### src/rtl/acr_defs.vh
// Constants for the converter setup register block
`ifndef ACR_DEFS_VH
`define ACR_DEFS_VH
`define ACR_SETUP_SEL 3'h2
`define ACR_SETUP_RESET 24'h000117
`define ACR_SETUP_W 24
`define ACR_BIT_CHOP 23
`define ACR_BIT_FIX22 22
`define ACR_BIT_FIX21 21
`define ACR_BIT_REFERENCE_SOURCE_SELECT 20
`define ACR_BIT_PSEUDO 18
`define ACR_BIT_TEMP 16
`define ACR_CH_HI 15
`define ACR_CH_LO 8
`define ACR_BIT_BURN 7
`define ACR_BIT_REFERENCE_MISSING_DETECT_ENABLE 6
`define ACR_BIT_FIX5 5
`define ACR_BIT_BUF 4
`define ACR_BIT_POL 3
`define ACR_GAIN_HI 2
`define ACR_GAIN_LO 0
`define ACR_CONV_MS_PLAIN 20
`define ACR_SETTLE_MS_PLAIN 80
`define ACR_FILTER_WORD_REF 10'h060
`endif

### src/rtl/acr_shift.v
// Bit-serial shifter for one 24-bit register transfer, MSB first
`timescale 1ns/1ns
`include "acr_defs.vh"
module acr_shift (
   input wire core_clk,
   input wire reset,
   input wire load,
   input wire [23:0] load_word,
   input wire shift_en,
   input wire sdi,
   output wire sdo,
   output wire [23:0] word
);
   reg [23:0] sh_r;
   always @(posedge core_clk or posedge reset) begin
      if (reset) begin
         sh_r <= 24'h000000;
      end else if (load) begin
         sh_r <= load_word;
      end else if (shift_en) begin
         sh_r <= {sh_r[22:0], sdi};
      end
   end
   assign sdo = sh_r[23];
   assign word = sh_r;
endmodule

### src/rtl/acr_setup.v
// Converter setup register reached over the three-wire serial port
//
// What this block does
// - Selected by code 010, resets to 0x000117
// - 24 bits wide, read and write
// - Serial order is bit 23 first
// - Fixed field positions from 23 down to 0
// - Reset ones only at bits 8, 4, 2..0
// - Fields drive polarity, buffer, burnout, gain, channel
// - Chop off: 20 ms conversion, 80 ms settling
// - Chop on: offset removed, slower conversion
`timescale 1ns/1ns
`include "acr_defs.vh"
module acr_setup (
   input wire core_clk,
   input wire reset,
   input wire cs_n_pin,
   input wire sclk_pin,
   input wire din_pin,
   output reg dout_r,
   output reg dout_oe_r,
   output reg chop_enable_r,
   output reg reference_source_select_r,
   output reg pseudo_diff_select_r,
   output reg temp_sensor_select_r,
   output reg [7:0] input_select_r,
   output reg burnout_enable_r,
   output reg reference_missing_detect_enable_r,
   output reg buffer_enable_r,
   output reg unipolar_r,
   output reg [2:0] gain_code_r,
   output reg conv_slow_r
);
   // ---------------------------------------------------------------
   // Pin synchronisers: change accepted when stages two and three agree
   // ---------------------------------------------------------------
   reg [2:0] cs_s_r, ck_s_r, di_s_r;
   reg cs_n_r, sclk_r, din_r;
   always @(posedge core_clk or posedge reset) begin
      if (reset) begin
         cs_s_r <= 3'h7;
         ck_s_r <= 3'h0;
         di_s_r <= 3'h0;
         cs_n_r <= 1'b1;
         sclk_r <= 1'b0;
         din_r <= 1'b0;
      end else begin
         cs_s_r <= {cs_s_r[1:0], cs_n_pin};
         ck_s_r <= {ck_s_r[1:0], sclk_pin};
         di_s_r <= {di_s_r[1:0], din_pin};
         if (cs_s_r[1] == cs_s_r[2]) cs_n_r <= cs_s_r[2];
         if (ck_s_r[1] == ck_s_r[2]) sclk_r <= ck_s_r[2];
         if (di_s_r[1] == di_s_r[2]) din_r <= di_s_r[2];
      end
   end
   wire ck_new = (ck_s_r[1] == ck_s_r[2]) ? ck_s_r[2] : sclk_r;
   wire rise = ~cs_n_r & ck_new & ~sclk_r;
   wire fall = ~cs_n_r & ~ck_new & sclk_r;
   // ---------------------------------------------------------------
   // Frame: 8-bit command (bit6 read, bits 5..3 select) then 24 data bits
   // ---------------------------------------------------------------
   localparam ST_CMD = 3'b001;
   localparam ST_DATA = 3'b010;
   localparam ST_DONE = 3'b100;
   reg [2:0] state_r;
   reg [4:0] cnt_r;
   reg [7:0] cmd_r;
   reg rd_r;
   reg [23:0] setup_r;
   wire [23:0] sh_word;
   wire sh_sdo;
   wire cmd_last = (state_r == ST_CMD) && rise && (cnt_r == 5'h07);
   wire [7:0] cmd_full = {cmd_r[6:0], din_r};
   wire hit = (cmd_full[5:3] == `ACR_SETUP_SEL);
   wire sh_load = cmd_last & hit & cmd_full[6];
   wire sh_en = (state_r == ST_DATA) & rise;
   acr_shift u_shift (
      .core_clk(core_clk),
      .reset(reset),
      .load(sh_load),
      .load_word(setup_r),
      .shift_en(sh_en),
      .sdi(din_r),
      .sdo(sh_sdo),
      .word(sh_word)
   );
   always @(posedge core_clk or posedge reset) begin
      if (reset) begin
         state_r <= ST_CMD;
         cnt_r <= 5'h00;
         cmd_r <= 8'h00;
         rd_r <= 1'b0;
         setup_r <= `ACR_SETUP_RESET;
         dout_r <= 1'b1;
         dout_oe_r <= 1'b0;
      end else if (cs_n_r) begin
         state_r <= ST_CMD;
         cnt_r <= 5'h00;
         dout_r <= 1'b1;
         dout_oe_r <= 1'b0;
      end else begin
         case (state_r)
            ST_CMD: begin
               if (rise) begin
                  cmd_r <= cmd_full;
                  cnt_r <= cnt_r + 5'h01;
                  if (cnt_r == 5'h07) begin
                     cnt_r <= 5'h00;
                     rd_r <= cmd_full[6];
                     state_r <= hit ? ST_DATA : ST_DONE;
                  end
               end
            end
            ST_DATA: begin
               if (rd_r) begin
                  dout_oe_r <= 1'b1;
                  if (fall || cnt_r == 5'h00) dout_r <= sh_sdo;
               end
               if (rise) begin
                  cnt_r <= cnt_r + 5'h01;
                  if (cnt_r == 5'h17) begin
                     state_r <= ST_DONE;
                     // Whole word committed at once, so fields never glitch mid-frame
                     if (!rd_r) setup_r <= {sh_word[22:0], din_r};
                  end
               end
            end
            ST_DONE: begin
               // Return to the idle level so a released line never shows a stale bit
               dout_r <= 1'b1;
               dout_oe_r <= 1'b0;
            end
            default: state_r <= ST_CMD;
         endcase
      end
   end
   // ---------------------------------------------------------------
   // Field decode to converter controls
   // ---------------------------------------------------------------
   always @(posedge core_clk or posedge reset) begin
      if (reset) begin
         chop_enable_r <= 1'b0;
         reference_source_select_r <= 1'b0;
         pseudo_diff_select_r <= 1'b0;
         temp_sensor_select_r <= 1'b0;
         input_select_r <= 8'h01;
         burnout_enable_r <= 1'b0;
         reference_missing_detect_enable_r <= 1'b0;
         buffer_enable_r <= 1'b1;
         unipolar_r <= 1'b0;
         gain_code_r <= 3'h7;
         conv_slow_r <= 1'b0;
      end else begin
         chop_enable_r <= setup_r[`ACR_BIT_CHOP];
         // Chop lengthens conversion; plain timing is 20/80 ms at word 96
         conv_slow_r <= setup_r[`ACR_BIT_CHOP];
         reference_source_select_r <= setup_r[`ACR_BIT_REFERENCE_SOURCE_SELECT];
         pseudo_diff_select_r <= setup_r[`ACR_BIT_PSEUDO];
         temp_sensor_select_r <= setup_r[`ACR_BIT_TEMP];
         input_select_r <= setup_r[`ACR_CH_HI:`ACR_CH_LO];
         burnout_enable_r <= setup_r[`ACR_BIT_BURN];
         reference_missing_detect_enable_r <= setup_r[`ACR_BIT_REFERENCE_MISSING_DETECT_ENABLE];
         buffer_enable_r <= setup_r[`ACR_BIT_BUF];
         unipolar_r <= setup_r[`ACR_BIT_POL];
         gain_code_r <= setup_r[`ACR_GAIN_HI:`ACR_GAIN_LO];
      end
   end
endmodule

### config.mk
export PLATFORM = sky130hd
export DESIGN_NAME = acr_setup
export DESIGN_NICKNAME = d
export VERILOG_FILES = /design/src/rtl/acr_shift.v /design/src/rtl/acr_setup.v
export VERILOG_INCLUDE_DIRS = /design/src /design/src/rtl
export SDC_FILE = /design/constraint.sdc
export NUM_CORES = 1
export LEC_CHECK = 0
export ABC_CLOCK_PERIOD_IN_PS = 4550
export BUFFER_PORTS_ARGS = -buffer_cell sky130_fd_sc_hd__buf_4
export CORE_ASPECT_RATIO = 1.5
export CORE_MARGIN = 3
export CORE_UTILIZATION = 52
export DETAILED_ROUTE_END_ITERATION = 8
export PLACE_DENSITY = 0.7
export SYNTH_ARGS = -nofsm -noshare
export SYNTH_HDL_FRONTEND = slang
export SYNTH_SLANG_ARGS = --single-unit
### constraint.sdc
create_clock -name core_clk -period 4.55 [get_ports core_clk]
set_input_delay 0.2275 -clock core_clk [delete_from_list [all_inputs] [get_ports core_clk]]
set_output_delay 0.2275 -clock core_clk [all_outputs]
set_load 0.01 [all_outputs]
==> results.py <==
metrics = {
    "clock_network": {
        "clock_latency_ns": 0.35,
        "clk_path_buf_depth": 2,
        "cts_made_buffers": 9,
        "htreeDepth": 3,
        "clock-sinks": 96,
        "clkTransAtPathRegs_ns": 0.09,
        "tritoncts": "yes",
        "ctsResizeCount": 0,
        "root_buffer": "clkbuf_8",
    },
    "timing": {
        "rsz0062_at_grt": "no",
        "max_freq_mhz": 394,
        "period_share_pct": 55.8,
        "hold_viol": 0,
        "finalClockSkew_ns": 0.00828,
        "maxSlewViolCount": 0,
        "relSlewSlack_pct": 31.5,
        "post-route-min-period_ns": 2.54,
        "setup_viol_count_final": 0,
        "tns_ns": 0,
        "tightest_slew_ns": 1.02,
    },
    "pwr": {
        "p_switching_uw": 329,
        "p_sw_share_pct": 21.0,
        "total_leakage_power_nw": 2.20,
        "cellPowerDensity_nw_per_um2": 353,
        "power.internal_mw": 1.24,
        "seqPwrFrac_pct": 57.5,
        "combPwrFrac_pct": 4.1,
        "clkPwrFrac_pct": 38.4,
        "p_total_mw": 1.57,
        "vdd_drop_max_mv": 0.333,
    },
    "synthesis": {
        "synth-compound-area-share_pct": 2.32,
        "synth_adder_area_share_pct": 1.40,
        "syn_area_per_cell_sq_um": 15.6,
        "synth-xor-area-share_pct": 0.445,
        "synthSimpleGateAreaFrac_pct": 5.98,
        "async_flop_share_pct": 100,
        "yosysWarnings": 0,
        "yosysTopAreaCellShare_pct": 50.9,
        "syn_area_sq_um": 3940,
        "ys_seq_area_share_pct": 61.5,
        "synth_common_cells": "dfrtp_1, mux2_2, mux2_4, dfstp_2, nand2_1",
        "netlist_instances": 252,
        "synth_seq_cells": 96,
        "yosys-top-cells-area": "dfrtp_1, mux2_2, dfstp_2",
        "synth_top_family_by_area": "multiplexers",
        "synthMuxAreaShare_pct": 25.5,
        "synth_nets": 259,
        "ys.flop_type": "dfrtp_1",
        "synth_most_common_cell": "dfrtp_1",
        "synth.distinct_cells": 40,
        "synth_edf_count": 0,
        "synth_top_cell_by_area": "dfrtp_1",
    },
    "route": {
        "routed_via_density": 5.28,
        "dr.pass1.iters": 4,
        "avgRoutedWirePerCell_um": 15.0,
        "drc": 0,
        "wirelength_um": 5830,
        "first_iter_violations": 86,
        "detail-route-antenna-nets": 0,
        "vias": 2053,
    },
    "cells_and_area": {
        "fin_util_pct": 61.0,
        "register_area_sq_um": 2420,
        "area_delta_synth_final_pct": 12.8,
        "diodes": 0,
        "fin_nets": 291,
        "multi_input_area_sq_um": 1400,
        "drive_gt1_share_pct": 49.5,
        "final_cells": 389,
        "fillCellCount": 571,
    },
    "job": {
        "cap_viol_max_count": 0,
    },
    "critical_path": {
        "critPathLaunchType": "flip-flop",
        "crit_path_frequent_cell": "mux2_2",
        "crit_buf_inv": 0,
        "cp_top_family": "simple AND/OR/NAND/NOR gates",
        "required_ns": 4.79,
        "crit_fanout": 24,
        "crit_path_end_kind": "flip-flop",
        "cp.arrival_ns": 2.78,
        "crit_chain": "nor3b_1, nand2_1, mux2_2, mux2_2",
        "max_stage_delay_ns": 0.71,
        "path_class": "reg -> reg",
        "cp_slowest_cell": "nand2_1",
    },
    "floorplanning": {
        "core_sq_um": 7270,
        "io_pins": 27,
        "die_w_um": 77.0,
        "start_util_pct": 54.1,
        "die_y_um": 113,
        "die-area_sq_um": 8670,
        "std_cell_rows": 38,
    },
    "global_route": {
        "grt-ovfl-total": 0,
        "antenna_found_initial": 0,
        "grt_max_degree": 56,
        "grt_pass1_vias": 2192,
        "grt_use_total_pct": 15.3,
        "grt_pass1_wl_um": 10400,
    },
    "placed_design": {
        "dp.final_hpwl_um": 3710,
        "dp.cells": 369,
        "port_buffers": 26,
        "globalplace.congestion": 0.857,
    },
    "status": {
        "status": "finished, final reports clean",
    },
    "worst_hold_path": {
        "hold_class": "reg -> reg",
    },
}
## cell type report
cell class                 count  area share (%)
timing repair buffer          32            5.64
multi-input combinational    141            31.6
clock inverter                 5            1.80
clock buffer                  11            3.18
inverter                       4           0.366
tap                          100            2.82
sequential                    96            54.6
## path summary, 6_finish.rpt
path,startpoint,slack (ns),endpoint,cells past startpoint
max in group asynchronous,reset,2.95,cmd_r[0],4
worst max register to register,state_r[2],2.01,u_shift.word[19],4
worst max-delay path,state_r[2],2.01,u_shift.word[19],4
worst min-delay path,ck_s_r[0],0.36,ck_s_r[1],0
worst min register to register,ck_s_r[0],0.36,ck_s_r[1],0
min in group asynchronous,reset,0.51,u_shift.word[9],3
## state kept, by name, summed over array words and instances, names as in the netlist, 3 cells and up
signal	flops
cmd_r	6
gain_code_r	3
cs_s_r	3
input_select_r	8
di_s_r	3
state_r	3
cnt_r	5
ck_s_r	3
u_shift.word	24
setup_r	24
## cell usage in the layout (no fill, tap or decap), types with 3 or more instances in the layout
master and count:
dfrtp_1 80, mux2i_1 4, maj3_1 3, mux2_4 20, dfstp_2 16, nor2_1 6, a21oi_1 4, dlygate4sd3_1 4
mux2_2 59, nand2_1 8, nor3_1 3, buf_4 28, inv_1 3, nor3b_1 5, clkbuf_8 10
## through the flow
step | cell area (sq um) | hold WS [ns] | worst slack [ns]
global placement | 4180 | 0.334 | 2.02
detailed placement | 4180 | 0.337 | 1.98
global route | 4440 | 0.360 | 1.83
CTS | 4440 | 0.358 | 1.96
floorplan | 3940 | 0.232 | 1.84
finish | 4440 | 0.356 | 2.01
## power groups by stage
| stage | sequential [mW] | combinational (mW) | clock [mW] |
|---|---|---|---|
| after floorplan | 0.911 | 0.0518 | 0 |
| after global placement | 0.918 | 0.0617 | 0 |
| after detailed placement | 0.918 | 0.0632 | 0 |
| after CTS | 0.902 | 0.0660 | 0.621 |
| after global routing | 0.908 | 0.0726 | 0.650 |
| final | 0.902 | 0.0636 | 0.602 |
## kinds of logic (layout without fill, tap and decap cells)
kind of cell	count (synthesis)	after routing
flops	96	96
mux	83	83
simple gates	38	38
buf+inv	15	52
compound gates	13	13
fa+ha+maj	5	5
xor+xnor	2	2
## repair_timing
| action | in CTS | in global routing |
|---|---|---|
| hold buffers | 4 | 0 |
| hold endpoints to repair | 40 | 0 |
| setup endpoints to repair | 0 | 0 |
| setup buffers | 0 | 0 |
## routing by layer
layer / global-route usage (%) / routed length, um
met4: 7.84 / 134
met2: 24.3 / 3010
met5: 0 / 0
met3: 4.65 / 197
met1: 19.1 / 2490
Note: power is estimated with default switching activity, not from simulation.
